### config.mk
export PLATFORM = sky130hd
export DESIGN_NAME = tpe_top
export DESIGN_NICKNAME = d
export VERILOG_FILES = /design/src/tpe_pkg.sv /design/src/tpe_cmp_if.sv /design/src/tpe_pwm_ch.sv /design/src/tpe_relay_cmp.sv /design/src/tpe_top.sv
export SDC_FILE = /design/constraint.sdc
export NUM_CORES = 1
export LEC_CHECK = 0
export BUFFER_PORTS_ARGS = -buffer_cell sky130_fd_sc_hd__buf_2
export CAP_MARGIN = 20
export CORE_ASPECT_RATIO = 1.25
export CORE_MARGIN = 8
export CORE_UTILIZATION = 56
export DETAILED_ROUTE_END_ITERATION = 6
export GPL_TIMING_DRIVEN = 0
export PLACE_DENSITY_LB_ADDON = 0.12
export SETUP_SLACK_MARGIN = 0.15
export SYNTH_ARGS = -nofsm -noshare
export SYNTH_HDL_FRONTEND = slang
export SYNTH_SLANG_ARGS = --single-unit
### constraint.sdc
create_clock -name sys_clk -period 3.3 [get_ports sys_clk]
set_clock_uncertainty 0.05 [all_clocks]
set_input_delay 0.165 -clock sys_clk [delete_from_list [all_inputs] [get_ports sys_clk]]
set_output_delay 0.165 -clock sys_clk [all_outputs]
set_load 0.02 [all_outputs]
### src/tpe_pkg.sv
// package with constants and types of the thermometer pwm encoder
`default_nettype none
package tpe_pkg;
    localparam int CLK_HZ = 100000000;
    localparam int PWM_TICK_US = 50;
    localparam int PWM_TICK_CYC = (PWM_TICK_US * (CLK_HZ / 1000000));
    localparam int FRAME_LEN = 2048;
    localparam logic [10:0] LEAD_END = 11'h100;
    localparam logic [10:0] DUTY_UNDER = 11'h580;
    localparam logic [10:0] DUTY_OVER = 11'h600;
    localparam logic [10:0] DUTY_FATAL = 11'h680;
    localparam logic [9:0] VAL_MIN = 10'h000;
    localparam logic [9:0] VAL_MAX = 10'h3FF;
    // wishbone map
    localparam logic [7:0] ADR_OBJ_TEMP = 8'h00;
    localparam logic [7:0] ADR_AMB_TEMP = 8'h04;
    localparam logic [7:0] ADR_COND = 8'h08;
    localparam logic [7:0] ADR_CTRL = 8'h0C;
    localparam logic [7:0] ADR_THRESH = 8'h10;
    localparam logic [7:0] ADR_HYST = 8'h14;
    localparam logic [7:0] ADR_STATUS = 8'h18;
    localparam logic [7:0] ADR_IRQ_EN = 8'h1C;
    localparam logic [7:0] ADR_IRQ_CLR = 8'h20;
    // cond bits: 0 obj low, 1 obj high, 2 amb low, 3 amb high, 4 fatal
    localparam int COND_OBJ_LO = 0;
    localparam int COND_OBJ_HI = 1;
    localparam int COND_AMB_LO = 2;
    localparam int COND_AMB_HI = 3;
    localparam int COND_FATAL = 4;
    localparam int CTRL_NONINV = 0;
    localparam int CTRL_ENABLE = 1;
    // relay enabled, inverting polarity
    localparam logic [1:0] CTRL_RST = 2'h2;
    // 12-bit code: 0.1 degC per lsb, offset -40 degC
    localparam logic [11:0] THRESH_RST = 12'h384;
    localparam logic [11:0] HYST_RST = 12'h032;
    localparam logic [31:0] UNMAPPED = 32'h00000000;
    // status bits: 0 frame start, 1 relay change, 2 fault enter
    localparam int EV_FRAME = 0;
    localparam int EV_RELAY = 1;
    localparam int EV_FAULT = 2;
    localparam int NEV = 3;
    typedef enum logic [1:0] {TPE_NORMAL, TPE_UNDER, TPE_OVER, TPE_FATAL} tpe_mode_t;
endpackage : tpe_pkg
`default_nettype wire

### src/tpe_cmp_if.sv
// interface between top and relay comparator
`timescale 1ns/1ns
`default_nettype none
interface tpe_cmp_if;
    logic [11:0] temp;
    logic [11:0] thresh;
    logic [11:0] hyst;
    logic noninv;
    logic tick;
    logic drive;
    logic change;
    modport top (output temp, thresh, hyst, noninv, tick, input drive, change);
    modport cmp (input temp, thresh, hyst, noninv, tick, output drive, change);
endinterface : tpe_cmp_if
`default_nettype wire

### src/tpe_pwm_ch.sv
// one pwm output channel driven by a shared frame counter
`timescale 1ns/1ns
`default_nettype none
module tpe_pwm_ch (
    input wire logic sys_clk,
    input wire logic rst_b,
    input wire logic ce,
    input wire logic tick,
    input wire logic [10:0] pos,
    input wire logic [10:0] high_end,
    output logic pwm
);
    // high from frame start until high_end, so lead buffer is always high
    always_ff @(posedge sys_clk) begin
        if (!rst_b) begin
            pwm <= 1'b0;
        end else if (ce && tick) begin
            pwm <= (pos < high_end);
        end
    end
endmodule : tpe_pwm_ch
`default_nettype wire

### src/tpe_relay_cmp.sv
// relay comparator with hysteresis and polarity
`timescale 1ns/1ns
`default_nettype none
module tpe_relay_cmp (
    input wire logic sys_clk,
    input wire logic rst_b,
    input wire logic ce,
    tpe_cmp_if.cmp c
);
    logic above;
    logic [12:0] low_lim;
    assign low_lim = {1'b0, c.thresh} - {1'b0, c.hyst};
    always_ff @(posedge sys_clk) begin
        if (!rst_b) begin
            above <= 1'b0;
        end else if (ce && c.tick) begin
            if (c.temp > c.thresh) begin
                above <= 1'b1;
            // a negative release point can never be reached, so the state holds
            end else if (!low_lim[12] && ({1'b0, c.temp} < low_lim)) begin
                above <= 1'b0;
            end
        end
    end
    // inverting: drive off above threshold
    assign c.drive = c.noninv ? above : ~above;
    logic above_d;
    always_ff @(posedge sys_clk) begin
        if (!rst_b) begin
            above_d <= 1'b0;
        end else if (ce) begin
            above_d <= above;
        end
    end
    assign c.change = ce && (above != above_d);
endmodule : tpe_relay_cmp
`default_nettype wire

### src/tpe_top.sv
// thermometer pwm encoder with relay comparator and wishbone registers
`timescale 1ns/1ns
`default_nettype none
module tpe_top (
    input wire logic sys_clk,
    input wire logic rst_b,
    input wire logic ce,
    input wire logic [9:0] obj_temp_in,
    input wire logic [9:0] amb_temp_in,
    input wire logic [11:0] obj_temp_fine,
    input wire logic [4:0] cond_in,
    input wire logic wb_cyc_i,
    input wire logic wb_stb_i,
    input wire logic wb_we_i,
    input wire logic [7:0] wb_adr_i,
    input wire logic [3:0] wb_sel_i,
    input wire logic [31:0] wb_dat_i,
    output logic [31:0] wb_dat_o,
    output logic wb_ack_o,
    output logic object_temp_out,
    output logic ambient_temp_out,
    output logic relay_drive_out,
    output logic relay_drive_oe,
    output logic ambient_underflow_flag,
    output logic ambient_overflow_flag,
    output logic memory_fatal_error,
    output logic irq
);
    localparam int NEV = tpe_pkg::NEV;
    logic [12:0] div_cnt;
    logic tick;
    logic [10:0] pos;
    logic [11:0] thresh;
    logic [11:0] hyst;
    logic [1:0] ctrl;
    logic [NEV-1:0] status;
    logic [NEV-1:0] irq_en;
    logic [9:0] obj_val;
    logic [9:0] amb_val;
    tpe_pkg::tpe_mode_t mode;
    tpe_pkg::tpe_mode_t next_mode;
    logic [10:0] obj_end;
    logic [10:0] amb_end;
    logic [10:0] fixed_end;
    logic [9:0] next_obj;
    logic [9:0] next_amb;
    logic frame_start;
    logic wr;
    logic rd;
    logic fault_rise;

    // tick divider: 50 us pwm clock from the system clock
    always_ff @(posedge sys_clk) begin
        if (!rst_b) begin
            div_cnt <= 13'h0000;
        end else if (ce) begin
            if (div_cnt == 13'(tpe_pkg::PWM_TICK_CYC - 1)) begin
                div_cnt <= 13'h0000;
            end else begin
                div_cnt <= div_cnt + 13'h0001;
            end
        end
    end
    assign tick = (div_cnt == 13'(tpe_pkg::PWM_TICK_CYC - 1));

    // frame position wraps naturally at 2048
    always_ff @(posedge sys_clk) begin
        if (!rst_b) begin
            pos <= 11'h000;
        end else if (ce && tick) begin
            pos <= 11'(pos + 11'h001);
        end
    end
    assign frame_start = ce && tick && (pos == 11'(tpe_pkg::FRAME_LEN - 1));

    // condition decode, fatal outranks ambient faults
    always_comb begin
        if (cond_in[tpe_pkg::COND_FATAL]) begin
            next_mode = tpe_pkg::TPE_FATAL;
        end else if (cond_in[tpe_pkg::COND_AMB_LO]) begin
            next_mode = tpe_pkg::TPE_UNDER;
        end else if (cond_in[tpe_pkg::COND_AMB_HI]) begin
            next_mode = tpe_pkg::TPE_OVER;
        end else begin
            next_mode = tpe_pkg::TPE_NORMAL;
        end
    end

    // values clamp; ambient fault clamps both channels
    always_comb begin
        next_obj = obj_temp_in;
        next_amb = amb_temp_in;
        if (cond_in[tpe_pkg::COND_OBJ_LO]) begin
            next_obj = tpe_pkg::VAL_MIN;
        end else if (cond_in[tpe_pkg::COND_OBJ_HI]) begin
            next_obj = tpe_pkg::VAL_MAX;
        end
        if (cond_in[tpe_pkg::COND_AMB_LO]) begin
            next_obj = tpe_pkg::VAL_MIN;
            next_amb = tpe_pkg::VAL_MIN;
        end else if (cond_in[tpe_pkg::COND_AMB_HI]) begin
            next_obj = tpe_pkg::VAL_MAX;
            next_amb = tpe_pkg::VAL_MAX;
        end
    end

    // sample once per frame so a frame never carries a torn value
    always_ff @(posedge sys_clk) begin
        if (!rst_b) begin
            mode <= tpe_pkg::TPE_NORMAL;
            obj_val <= tpe_pkg::VAL_MIN;
            amb_val <= tpe_pkg::VAL_MIN;
        end else if (frame_start) begin
            mode <= next_mode;
            obj_val <= next_obj;
            amb_val <= next_amb;
        end
    end

    always_comb begin
        unique case (mode)
            tpe_pkg::TPE_NORMAL: fixed_end = tpe_pkg::LEAD_END;
            tpe_pkg::TPE_UNDER: fixed_end = tpe_pkg::DUTY_UNDER;
            tpe_pkg::TPE_OVER: fixed_end = tpe_pkg::DUTY_OVER;
            tpe_pkg::TPE_FATAL: fixed_end = tpe_pkg::DUTY_FATAL;
        endcase
    end

    // value slot: high from lead end for value ticks, then low
    assign obj_end = (mode == tpe_pkg::TPE_NORMAL) ?
        (tpe_pkg::LEAD_END + {1'b0, obj_val}) : fixed_end;
    assign amb_end = (mode == tpe_pkg::TPE_NORMAL) ?
        (tpe_pkg::LEAD_END + {1'b0, amb_val}) : fixed_end;

    tpe_pwm_ch u_obj (
        .sys_clk(sys_clk),
        .rst_b(rst_b),
        .ce(ce),
        .tick(tick),
        .pos(pos),
        .high_end(obj_end),
        .pwm(object_temp_out)
    );
    tpe_pwm_ch u_amb (
        .sys_clk(sys_clk),
        .rst_b(rst_b),
        .ce(ce),
        .tick(tick),
        .pos(pos),
        .high_end(amb_end),
        .pwm(ambient_temp_out)
    );

    always_ff @(posedge sys_clk) begin
        if (!rst_b) begin
            ambient_underflow_flag <= 1'b0;
            ambient_overflow_flag <= 1'b0;
            memory_fatal_error <= 1'b0;
        end else if (ce) begin
            ambient_underflow_flag <= cond_in[tpe_pkg::COND_AMB_LO];
            ambient_overflow_flag <= cond_in[tpe_pkg::COND_AMB_HI];
            memory_fatal_error <= cond_in[tpe_pkg::COND_FATAL];
        end
    end

    // relay comparator on object temperature
    tpe_cmp_if c ();
    assign c.temp = obj_temp_fine;
    assign c.thresh = thresh;
    assign c.hyst = hyst;
    assign c.noninv = ctrl[tpe_pkg::CTRL_NONINV];
    assign c.tick = tick;
    tpe_relay_cmp u_cmp (
        .sys_clk(sys_clk),
        .rst_b(rst_b),
        .ce(ce),
        .c(c)
    );
    // open drain: enable while pulling low, i.e. relay on
    assign relay_drive_out = 1'b0;
    assign relay_drive_oe = ctrl[tpe_pkg::CTRL_ENABLE] & c.drive;

    // wishbone classic slave, one wait-state ack
    assign wr = wb_cyc_i && wb_stb_i && wb_we_i && !wb_ack_o && ce;
    assign rd = wb_cyc_i && wb_stb_i && !wb_we_i && !wb_ack_o && ce;
    always_ff @(posedge sys_clk) begin
        if (!rst_b) begin
            wb_ack_o <= 1'b0;
        end else if (ce) begin
            wb_ack_o <= wb_cyc_i && wb_stb_i && !wb_ack_o;
        end
    end

    always_ff @(posedge sys_clk) begin
        if (!rst_b) begin
            thresh <= tpe_pkg::THRESH_RST;
            hyst <= tpe_pkg::HYST_RST;
            ctrl <= tpe_pkg::CTRL_RST;
            irq_en <= '0;
        end else if (wr) begin
            if (wb_adr_i == tpe_pkg::ADR_THRESH && wb_sel_i[0] && wb_sel_i[1]) begin
                thresh <= wb_dat_i[11:0];
            end
            if (wb_adr_i == tpe_pkg::ADR_HYST && wb_sel_i[0] && wb_sel_i[1]) begin
                hyst <= wb_dat_i[11:0];
            end
            if (wb_adr_i == tpe_pkg::ADR_CTRL && wb_sel_i[0]) begin
                ctrl <= wb_dat_i[1:0];
            end
            if (wb_adr_i == tpe_pkg::ADR_IRQ_EN && wb_sel_i[0]) begin
                irq_en <= wb_dat_i[NEV-1:0];
            end
        end
    end

    // sticky events; a set in the clear cycle wins
    assign fault_rise = frame_start && (next_mode != tpe_pkg::TPE_NORMAL)
        && (mode == tpe_pkg::TPE_NORMAL);
    always_ff @(posedge sys_clk) begin
        if (!rst_b) begin
            status <= '0;
        end else if (ce) begin
            status <= (status & ~((wr && wb_adr_i == tpe_pkg::ADR_IRQ_CLR && wb_sel_i[0]) ?
                wb_dat_i[NEV-1:0] : {NEV{1'b0}}))
                | {fault_rise, c.change, frame_start};
        end
    end
    assign irq = |(status & irq_en);

    always_ff @(posedge sys_clk) begin
        if (!rst_b) begin
            wb_dat_o <= 32'h00000000;
        end else if (rd) begin
            unique case (wb_adr_i)
                tpe_pkg::ADR_OBJ_TEMP: wb_dat_o <= {22'h000000, obj_val};
                tpe_pkg::ADR_AMB_TEMP: wb_dat_o <= {22'h000000, amb_val};
                tpe_pkg::ADR_COND: wb_dat_o <= {27'h0000000, cond_in};
                tpe_pkg::ADR_CTRL: wb_dat_o <= {29'h00000000, c.drive, ctrl};
                tpe_pkg::ADR_THRESH: wb_dat_o <= {20'h00000, thresh};
                tpe_pkg::ADR_HYST: wb_dat_o <= {20'h00000, hyst};
                tpe_pkg::ADR_STATUS: wb_dat_o <= {29'h00000000, status};
                tpe_pkg::ADR_IRQ_EN: wb_dat_o <= {29'h00000000, irq_en};
                default: wb_dat_o <= tpe_pkg::UNMAPPED;
            endcase
        end
    end
endmodule : tpe_top
`default_nettype wire

==> metrics.md, run 1 <==
| Metric | Value |
|---|---|
| Final hold vios | `0` |
| Vias per cell | `5.69` |
| Maximum VDD drop | `0.267 mV` |
| Yosys warnings | `0` |
| Worst Setup End Kind | `register` |
| Buf/Inv on CP | `1` |
| Cts bufs inserted | `9` |
| RSZ-0062 raised after global routing | `false` |
| Critical path class | `reg -> reg` |
| Site row count | `43` |
| Antenna Cells | `0` |
| # DRC | `0` |
| Routed Antenna Nets | `0` |
| Fin cells | `1033` |
| All-Layer GR Usage | `23.2%` |
| WHS Endpoint | `c.thresh[9]$_SDFFE_PN1P_` |
| Die Wd | `111 um` |
| Vias | `5877` |
| Placed Cells | `1017` |
| EDFF count, synth | `0` |
| Vias in the first global route | `5939` |
| Slowest stage delay, CP | `0.41 ns` |
| GP Congestion | `0.895` |
| Max FO, Critical Path | `4` |
| Final HPWL DP | `14300 um` |
| Min-delay src | `wb_dat_i[9]` |
| Seq/Total Area, Yosys | `31.1%` |
| Status | `completed` |
| Synth Cell Area | `6310 sq um` |
| Placed instance area | `6960 sq um` |
| Crit path required time | `3.48 ns` |
| Fmax | `0.333 GHz` |
| Final #Nets | `1040` |
| Syn-to-layout area delta | `15.5%` |
| Ys flop type | `dfxtp_1` |
| Worst-path clk slew | `0.07 ns` |
| Static Leak | `3.13 nW` |
| Crit path launch type | `register` |
| Reg2Reg Capture Point | `u_cmp.above$_SDFFE_PN0P_` |
| Final instance area | `7290 sq um` |
| Postcts setup bufs | `0` |
| Yosys top cell by area | `dfxtp_1` |
| Worst Tran Pin Value | `0.807 ns` |
| Worst path slowest cell | `fa_1` |
| Slew headroom | `45.8%` |
| Initial core utilization | `57.2%` |
| DR iter-0 viols | `381` |
| FF+latch count, synth | `98` |
| 1st-pass router iterations | `4` |
| Crit share post-route | `91.1%` |
| Layout cell share with drive strength beyond 1 | `16.9%` |
| CP arrival | `3.19 ns` |
| R2r setup slk | `0.29 ns` |
| Gr ovfl total | `0` |
| H-tree depth | `3` |
| Synth top area cells | `dfxtp_1 31%, ha_1 12%, nand2_1 5.4%` |
| Pin count of the biggest net entering global routing | `19` |
| Hold path depth | `3` |
| Max cap viols | `0` |
| CP Cell Sequence | `inv_1 > ha_1 > fa_1 > nor2b_1 > o2111ai_1 > nand4b_1 > a31o_2 > a21oi_1 > xor2_1 > ha_1 > a211oi_2 > a31oi_1 > o21bai_1 > nand3_1` |
| Clock Path Buffers | `2` |
| Crit path from | `c.thresh[0]$_SDFFE_PN0P_` |
| Core ar. | `11000 sq um` |
| Total negative slack | `0 ns` |
| FF-to-FF path depth | `14` |
| Final WL | `17600 um` |
| Wire per inst | `17.1 um` |
| Mapped Cells | `780` |
| Reg2reg start | `c.thresh[0]$_SDFFE_PN0P_` |
| Top-count cell post-synth | `dfxtp_1` |
| Min-Delay Path Class | `in -> reg` |
| IO Pins | `128` |
| Cell family with most CP delay | `adder cells` |
| Final min period | `3.01 ns` |
| First-pass GRT wire length | `28500 um` |
| CTS tree | `built` |
| Clock tree sinks | `98` |
| Commonest cells in the synthesized netlist | `98 x dfxtp_1, 91 x nand2_1, 73 x nor2_1` |
| Port bufs | `82` |
| Top cell type's share of synthesized area | `31.1%` |
| Die Footprint | `14900 sq um` |
| Setup violators final | `0` |
| Root Driver | `clkbuf_16` |
| Post-synth ARST share | `0%` |
| Post-synthesis area per instance | `8.09 sq um` |
| Final Max Slew Viols | `0` |
| Worst-Skew Late Latency | `0.35 ns` |
| Synth unique cells | `67` |
| Layout Utilization | `66.1%` |
| Worst path most repeated cell | `ha_1` |
| Initial antenna violation count | `0` |
| Vert. Die Dim | `135 um` |
| Pwr dens | `346 nW/um^2` |
report_power, final:
| part | switching [mW] | internal, mW |
|---|---|---|
| Sequential | 0.00449 | 1.19 |
| Combinational | 0.145 | 0.0966 |
| Clock | 0.489 | 0.601 |
worst min-delay path, cell delays in order:
cell      delay [ns]
buf_2           0.09
nand2_1         0.05
o211ai_1        0.08
metal layers:
| metal | vias to the layer above | track usage, % | wire [um] |
|---|---|---|---|
| met1 | 2725 | 24.8 | 7010 |
| met5 | - | 0 | 0 |
| met2 | 181 | 44.0 | 9260 |
| met3 | 34 | 3.86 | 928 |
| li1 | 2937 | - | - |
| met4 | 0 | 9.18 | 435 |
final cells by class:
class | instances | area [sq um]
Clock buffer | 9 | 225
Tap cell | 135 | 169
Fill cell | 951 | 3740
Sequential cell | 98 | 1960
Buffer | 58 | 333
Inverter | 36 | 135
Clock inverter | 7 | 83.8
Timing Repair Buffer | 82 | 410
Multi-Input combinational cell | 608 | 3970
kinds of logic (layout without fill, tap and decap cells):
| kind of cell | after synthesis | after routing | synth area share (%) |
|---|---|---|---|
| compound gates | 174 | 174 | 18.5 |
| xor+xnor | 30 | 30 | 4.16 |
| fa+ha+maj | 60 | 60 | 12.0 |
| buf+inv | 94 | 192 | 7.42 |
| flops | 98 | 98 | 31.1 |
| mux | 16 | 16 | 2.78 |
| other cells | 1 | 21 | 0.0594 |
| simple gates | 307 | 307 | 24.0 |
metrics by stage:
step | worst slack, ns | power (mW) | hold WS (ns)
floorplan | 0.620 | 1.36 | 0.243
global placement | 0.302 | 1.45 | 0.367
detailed placement | 0.217 | 1.46 | 0.373
CTS | 0.198 | 2.53 | 0.0198
global route | 0.186 | 2.60 | 0.0300
finish | 0.295 | 2.52 | 0.0240
state kept, by name, indices dropped and copies added (netlist names):
register                cells
status                      3
div_cnt                    13
wb_dat_o                   12
c.thresh                   12
irq_en                      3
obj_val                    10
wb_ack_o                    1
c.hyst                     12
ambient_underflow_flag      1
pos                        11
ambient_overflow_flag       1
mode                        2
amb_val                    10
u_cmp.above                 1
u_obj.pwm                   1
u_amb.pwm                   1
memory_fatal_error          1
ctrl                        2
u_cmp.above_d               1
repair_timing:
| action | CTS | global route |
|---|---|---|
| hold buffers | 0 | 0 |
| gates resized for setup | 0 | 6 |
| setup endpoints to repair | 0 | 1 |
worst max path at each step:
stage                                     endpoint  slack, ns  cells after the start
after floorplan           u_cmp.above$_SDFFE_PN0P_       0.62                     14
after global placement    u_cmp.above$_SDFFE_PN0P_       0.30                     14
after detailed placement  u_cmp.above$_SDFFE_PN0P_       0.22                     14
after CTS                 u_cmp.above$_SDFFE_PN0P_       0.20                     14
after global routing      u_cmp.above$_SDFFE_PN0P_       0.19                     14
final                     u_cmp.above$_SDFFE_PN0P_       0.29                     14
placed cells by master (no fill, tap or decap), drive strengths merged, types with 21 or more instances in the layout:
cell      n
buf     119
nor3     32
a21oi    50
a21boi   24
o21ai    26
nor2b    34
dfxtp    98
nand2    92
inv      39
nand3    21
nor2     74
clkbuf   30
ha       59
conb     21
Power figures use the tool's default switching activity.
==> run 2: changes to the inputs <==
--- a/config.mk
+++ b/config.mk
@@ -7,7 +7,7 @@
 export LEC_CHECK = 0
 export BUFFER_PORTS_ARGS = -buffer_cell sky130_fd_sc_hd__buf_2
 export CAP_MARGIN = 20
-export CORE_ASPECT_RATIO = 1.25
+export CORE_ASPECT_RATIO = 1.4
 export CORE_MARGIN = 8
 export CORE_UTILIZATION = 56
 export DETAILED_ROUTE_END_ITERATION = 6
==> run 2 against run 1 <==
Compared with the run above:
- utilization down 0.76 points
- flip-flop and latch count unchanged
- worst hold slack worse by 0.0046 ns
- power down 3.1%
- largest cell class unchanged
- final area about the same
- via count up 0.14%
- combinational power about the same
- sequential share of layout area about the same
- count of clock-buffer cells in the layout up 1
- clock power down 7%
- critical path type unchanged
- setup slack better by 0.065 ns
==> metrics.md, run 2 (same netlist as run 1, synthesis figures left out) <==
| Metric | Value |
|---|---|
| Status | `completed (unchanged)` |
| Gr ovfl total | `0 (unchanged)` |
| First-pass GRT wire length | `29400 um (was 28500 um)` |
| Number of fill cells in the layout | `1019 (was 951)` |
| Crit path required time | `3.48 ns (about the same)` |
| Static Leak | `3.12 nW (was 3.13 nW)` |
| Slowest stage delay, CP | `0.41 ns (about the same)` |
| Worst path slowest cell | `dfxtp_1 (was fa_1)` |
| Die Footprint | `15000 sq um (was 14900 sq um)` |
| Clock tree sinks | `98 (unchanged)` |
| Clock Path Buffers | `2 (unchanged)` |
| H-tree depth | `3 (unchanged)` |
| Postcts setup bufs | `0 (unchanged)` |
| CP arrival | `3.12 ns (was 3.19 ns)` |
| Layout cell share with drive strength beyond 1 | `17.3% (was 16.9%)` |
| Pwr dens | `335 nW/um^2 (was 346 nW/um^2)` |
| Max reg flops | `13 (unchanged)` |
| Total negative slack | `0 ns (unchanged)` |
| Port bufs | `82 (unchanged)` |
| Pin count of the biggest net entering global routing | `18 (was 19)` |
| Reg with most FFs | `div_cnt (unchanged)` |
| Max FO, Critical Path | `3 (was 4)` |
| 1st-pass router iterations | `6 (was 4)` |
| Vert. Die Dim | `142 um (was 135 um)` |
| CTS tree | `built (unchanged)` |
| Die Wd | `106 um (was 111 um)` |
| GP Congestion | `0.955 (was 0.895)` |
| CP Cell Sequence | `inv_1 > ha_1 > nor2b_1 > o31a_1 > nor3_2 > o21ai_1 > and4_1 > nor3_1 > ha_1 > o21ai_1 > a31oi_1 > o21bai_1 > nand3_1 (was inv_1 > ha_1 > fa_1 > nor2b_1 > o2111ai_1 > nand4b_1 > a31o_2 > a21oi_1 > xor2_1 > ha_1 > a211oi_2 > a31oi_1 > o21bai_1 > nand3_1)` |
| Initial core utilization | `56.5% (was 57.2%)` |
| Min-Delay Path Class | `in -> reg (unchanged)` |
| Buf/Inv on CP | `1 (unchanged)` |
| Slew headroom | `45.0% (was 45.8%)` |
| Final WL | `18100 um (was 17600 um)` |
| Worst-path clk slew | `0.07 ns (about the same)` |
| Antenna Cells | `0 (unchanged)` |
| Routed Antenna Nets | `0 (unchanged)` |
| IO Pins | `128 (unchanged)` |
| Cell family with most CP delay | `simple AND/OR/NAND/NOR gates (was adder cells)` |
| Crit share post-route | `89.1% (was 91.1%)` |
| Fmax | `0.340 GHz (was 0.333 GHz)` |
| Fin cells | `1042 (was 1033)` |
| Cts bufs inserted | `9 (unchanged)` |
| Crit path launch type | `register (unchanged)` |
| Worst Tran Pin Value | `0.819 ns (was 0.807 ns)` |
| Initial antenna violation count | `0 (unchanged)` |
| Vias | `5885 (was 5877)` |
| Top Layer Used | `met4 (unchanged)` |
| Routed wl met2 | `9610 um (was 9260 um)` |
| # DRC | `0 (unchanged)` |
| Critical path class | `reg -> reg (unchanged)` |
| Root Driver | `clkbuf_16 (unchanged)` |
| Final hold vios | `0 (unchanged)` |
| Setup violators final | `0 (unchanged)` |
| Max cap viols | `0 (unchanged)` |
| Site row count | `46 (was 43)` |
| Final min period | `2.94 ns (was 3.01 ns)` |
| Vias per cell | `5.65 (was 5.69)` |
| DR iter-0 viols | `277 (was 381)` |
| Worst-Skew Late Latency | `0.35 ns (about the same)` |
| Core ar. | `11200 sq um (was 11000 sq um)` |
| Vias in the first global route | `6080 (was 5939)` |
| Wire per inst | `17.3 um (was 17.1 um)` |
| Commonest non-fill, non-tap cell in the layout | `dfxtp_1 (unchanged)` |
| Final Max Slew Viols | `0 (unchanged)` |
| RSZ-0062 raised after global routing | `false (unchanged)` |
| All-Layer GR Usage | `24.1% (was 23.2%)` |
| Final HPWL DP | `14800 um (was 14300 um)` |
| Final #Nets | `1040 (unchanged)` |
| Commonest non-fill, non-tap cells in the layout | `97 x dfxtp_1, 91 x nand2_1, 90 x buf_2 (unchanged)` |
| Met3 WL | `890 um (was 928 um)` |
| M1 WL | `7080 um (was 7010 um)` |
| Worst Setup End Kind | `register (unchanged)` |
| Maximum VDD drop | `0.266 mV (was 0.267 mV)` |
| Syn-to-layout area delta | `15.6% (was 15.5%)` |
| Placed Cells | `1026 (was 1017)` |
run 2: cell count changes in the layout (fill, tap and decap cells not counted), sizes merged:
| cell | change |
|---|---|
| inv | -1 |
| bufinv | -1 |
| clkbuf | +1 |
| clkinv | +1 |
run 2: report_power, final:
group / switching (mW) / internal, mW
Combinational: 0.147 / 0.0969
Sequential: 0.00461 / 1.19
Clock: 0.471 / 0.539
run 2: final cells by class:
cell class	instances	area [sq um]	share of cell area, %
Timing Repair Buffer	82	410	5.63
Multi-Input combinational cell	608	3980	54.6
Buffer	58	333	4.56
Sequential cell	98	1960	26.9
Clock inverter	6	47.5	0.652
Inverter	36	135	1.85
Clock buffer	10	239	3.28
Tap cell	144	180	2.47
run 2: repair_timing:
action / CTS / global route
resized for setup: 1 / 10
setup endpoints to repair: 1 / 1
cloned: 0 / 0
pin swaps: 0 / 2
hold buffers: 0 / 0
run 2: routing by layer:
layer	GRT usage [%]	vias to the layer above
li1	-	2937
met1	25.6	2752
met2	45.5	164
met3	4.09	32
met4	9.96	0
met5	0	-
run 2: per-stage QoR:
stage / hold WS (ns) / instance area (sq um) / total power, mW / setup WS, ns / util [%]
after floorplan: 0.243 / 6380 / 1.36 / 0.620 / -
after global placement: 0.369 / 6980 / 1.45 / 0.270 / 62.5
after detailed placement: 0.373 / 6980 / 1.46 / 0.172 / 62.5
after CTS: 0.00896 / 7260 / 2.46 / 0.175 / 65.0
after global routing: 0.0217 / 7290 / 2.53 / 0.155 / 65.3
final: 0.0194 / 7290 / 2.45 / 0.359 / 65.3
run 2: worst paths after layout:
path | start | end | slack, ns | cells past startpoint
worst max-delay path | c.hyst[1]$_SDFFE_PN1P_ | u_cmp.above$_SDFFE_PN0P_ | 0.36 | 13
worst min-delay path | wb_dat_i[9] | c.thresh[9]$_SDFFE_PN1P_ | 0.02 | 3
worst max register to register | c.hyst[1]$_SDFFE_PN1P_ | u_cmp.above$_SDFFE_PN0P_ | 0.36 | 13
worst min register to register | wb_dat_o[9]$_SDFFE_PN0P_ | wb_dat_o[9]$_SDFFE_PN0P_ | 0.40 | 1
run 2: worst register-to-register path: stages, from the launching register on:
cell and delay [ns]:
dfxtp_1 0.41, inv_1 0.09, ha_1 0.26, nor2b_1 0.14, o31a_1 0.28, nor3_2 0.22, o21ai_1 0.17, and4_1 0.24
nor3_1 0.26, ha_1 0.29, o21ai_1 0.11, a31oi_1 0.06, o21bai_1 0.15, nand3_1 0.09
==> run 3: changes to the inputs <==
--- a/config.mk
+++ b/config.mk
@@ -8,7 +8,7 @@
 export BUFFER_PORTS_ARGS = -buffer_cell sky130_fd_sc_hd__buf_2
 export CAP_MARGIN = 20
 export CORE_ASPECT_RATIO = 1.4
-export CORE_MARGIN = 8
+export CORE_MARGIN = 5
 export CORE_UTILIZATION = 56
 export DETAILED_ROUTE_END_ITERATION = 6
 export GPL_TIMING_DRIVEN = 0
==> run 3 against run 2 <==
Compared with the run above:
- sequential power about the same
- first-iteration DRC count is 1.4% higher
- non-clock buffer count unchanged
- die area fell by 9.7%
- combinational power hardly changed
- power shrank 0.77%
- largest cell class unchanged
==> metrics.md, run 3 (same netlist as run 1, synthesis figures left out) <==
| Metric | Value |
|---|---|
| Site row count | `46 (unchanged)` |
| Max FO, Critical Path | `4 (was 3)` |
| Maximum VDD drop | `0.317 mV (was 0.266 mV)` |
| Die Footprint | `13500 sq um (was 15000 sq um)` |
| Pre-CTS WS | `0.210 ns (was 0.172 ns)` |
| Pwr dens | `334 nW/um^2 (was 335 nW/um^2)` |
| Clock share of power | `40.9% (was 41.3%)` |
| # DRC | `0 (unchanged)` |
| Layout cell share with drive strength beyond 1 | `16.9% (was 17.3%)` |
| Static Leak | `3.12 nW (about the same)` |
| Pin count of the biggest net entering global routing | `18 (unchanged)` |
| Postcts setup bufs | `0 (unchanged)` |
| Total negative slack | `0 ns (unchanged)` |
| Crit path launch type | `register (unchanged)` |
| Crit path required time | `3.48 ns (about the same)` |
| Root Driver | `clkbuf_16 (unchanged)` |
| Initial antenna violation count | `0 (unchanged)` |
| Gr ovfl total | `0 (unchanged)` |
| Register share of total power | `49.1% (was 48.7%)` |
| 1st-pass router iterations | `6 (unchanged)` |
| Routed Antenna Nets | `0 (unchanged)` |
| Final HPWL DP | `14100 um (was 14800 um)` |
| Vert. Die Dim | `136 um (was 142 um)` |
| Final min period | `2.99 ns (was 2.94 ns)` |
| Vias in the first global route | `5872 (was 6080)` |
| First-pass GRT wire length | `27700 um (was 29400 um)` |
| Hold path depth | `3 (unchanged)` |
| Final hold vios | `0 (unchanged)` |
| Sw Share | `25.6% (was 25.5%)` |
| Slowest stage delay, CP | `0.41 ns (about the same)` |
| H-tree depth | `3 (unchanged)` |
| Status | `completed (unchanged)` |
| Vias | `5860 (was 5885)` |
| All-Layer GR Usage | `25.6% (was 24.1%)` |
| Commonest non-fill, non-tap cells in the layout | `97 x dfxtp_1, 91 x nand2_1, 90 x buf_2 (unchanged)` |
| Placed instance area | `6980 sq um (unchanged)` |
| Layout Utilization | `65.1% (was 65.3%)` |
| Final instance area | `7270 sq um (was 7290 sq um)` |
| Vias per cell | `5.62 (was 5.65)` |
| Reg2reg start | `c.thresh[0]$_SDFFE_PN0P_ (was c.hyst[1]$_SDFFE_PN1P_)` |
| Worst Setup End Kind | `register (unchanged)` |
| DR iter-0 viols | `281 (was 277)` |
| Reg with most FFs | `div_cnt (unchanged)` |
| Core ar. | `11200 sq um (unchanged)` |
| Antenna Cells | `0 (unchanged)` |
| Cts bufs inserted | `9 (unchanged)` |
| Initial core utilization | `56.5% (unchanged)` |
| Overall Power | `2.43 mW (was 2.45 mW)` |
| Clock Path Buffers | `2 (unchanged)` |
| Crit share post-route | `90.7% (was 89.1%)` |
| Min-delay src | `wb_dat_i[8] (was wb_dat_i[9])` |
| Slew headroom | `40.6% (was 45.0%)` |
| Syn-to-layout area delta | `15.3% (was 15.6%)` |
| Critical path class | `reg -> reg (unchanged)` |
| Worst Tran Pin Value | `0.884 ns (was 0.819 ns)` |
| CP Cell Sequence | `inv_1 > ha_1 > fa_1 > nor2b_2 > o2111ai_2 > nand4b_1 > nand2_1 > xor2_1 > ha_1 > nand4_1 > nor2_1 > nor2_1 > a31oi_1 > o21bai_1 > nand3_1 (was inv_1 > ha_1 > nor2b_1 > o31a_1 > nor3_2 > o21ai_1 > and4_1 > nor3_1 > ha_1 > o21ai_1 > a31oi_1 > o21bai_1 > nand3_1)` |
| Min-Delay Path Class | `in -> reg (unchanged)` |
| CP arrival | `3.17 ns (was 3.12 ns)` |
| FF-to-FF path depth | `15 (was 13)` |
| Final Max Slew Viols | `0 (unchanged)` |
| Post-route setup slack | `0.308 ns (was 0.359 ns)` |
| Worst-path clk slew | `0.07 ns (about the same)` |
| RSZ-0062 raised after global routing | `false (unchanged)` |
| Comb power frac | `10.0% (about the same)` |
| Cts hold-fix bufs | `0 (unchanged)` |
| CTS tree | `built (unchanged)` |
| Die Wd | `99.7 um (was 106 um)` |
| Final #Nets | `1040 (unchanged)` |
| Worst path slowest cell | `fa_1 (was dfxtp_1)` |
| Reg2Reg Capture Point | `u_cmp.above$_SDFFE_PN0P_ (unchanged)` |
| GP Congestion | `0.924 (was 0.955)` |
| Fmax | `0.334 GHz (was 0.340 GHz)` |
| Final WL | `17300 um (was 18100 um)` |
| Setup violators final | `0 (unchanged)` |
| Internal power | `1.81 mW (was 1.82 mW)` |
| Clock tree sinks | `98 (unchanged)` |
| Psw | `622 uW (was 623 uW)` |
| Max reg flops | `13 (unchanged)` |
| Commonest non-fill, non-tap cell in the layout | `dfxtp_1 (unchanged)` |
| IO Pins | `128 (unchanged)` |
| R2r setup slk | `0.31 ns (was 0.36 ns)` |
| Worst-Skew Late Latency | `0.35 ns (about the same)` |
| Wire per inst | `16.6 um (was 17.3 um)` |
| WHS Endpoint | `c.thresh[8]$_SDFFE_PN1P_ (was c.thresh[9]$_SDFFE_PN1P_)` |
| Max cap viols | `0 (unchanged)` |
| Port bufs | `82 (unchanged)` |
## run 3: per-stage QoR
| step | cells | hold slack, ns |
|---|---|---|
| floorplan | 800 | 0.243 |
| global placement | 1026 | 0.370 |
| detailed placement | 1026 | 0.375 |
| CTS | 1042 | 0.0146 |
| global route | 1042 | 0.0202 |
| finish | 1042 | 0.0211 |
## run 3: worst max path at each step
stage	startpoint	endpoint	cells past startpoint
floorplan	c.thresh[0]$_SDFFE_PN0P_	u_cmp.above$_SDFFE_PN0P_	14
global placement	c.thresh[0]$_SDFFE_PN0P_	u_cmp.above$_SDFFE_PN0P_	14
detailed placement	c.hyst[1]$_SDFFE_PN1P_	u_cmp.above$_SDFFE_PN0P_	13
CTS	c.hyst[1]$_SDFFE_PN1P_	u_cmp.above$_SDFFE_PN0P_	13
global route	c.hyst[4]$_SDFFE_PN1P_	u_cmp.above$_SDFFE_PN0P_	13
finish	c.thresh[0]$_SDFFE_PN0P_	u_cmp.above$_SDFFE_PN0P_	15
## run 3: area by class of cell
type                       count  area [sq um]
buffer                        58           333
clock buffer                  10           229
clock inverter                 6          48.8
fill                         998          3890
inverter                      36           135
multi-input combinational    608          3970
sequential                    98          1960
tap                          144           180
timing repair buffer          82           410
## run 3: power groups by stage
stage,clock (mW),sequential [mW],combinational [mW]
after global routing,1.07,1.19,0.262
after detailed placement,0,1.22,0.237
after CTS,1.00,1.19,0.239
final,0.994,1.19,0.242
after global placement,0,1.22,0.232
after floorplan,0,1.22,0.139
## run 3: routing by layer
metal / vias up / global-route usage, % / share of wire, %
met5: - / 0 / 0
met4: 0 / 11.7 / 3.4
met3: 48 / 3.19 / 5.5
met2: 194 / 48.2 / 53
met1: 2685 / 28.1 / 38
li1: 2933 / - / -
## run 3: what timing repair did
item | 4_1_cts | 5_1_grt
endpoints found under the setup margin | 0 | 1
hold endpoints to repair | 0 | 0
gates resized for setup | 0 | 7
## run 3: critical path: cells and delay by family (launching register included)
family                   cells  cell delay, ns
flip-flops                   1            0.37
AND/OR/NAND/NOR              7            0.90
adder cells (fa/ha/maj)      3            0.94
buffers and inverters        1            0.05
AO/OA/AOI/OAI                3            0.40
XOR/XNOR                     1            0.16
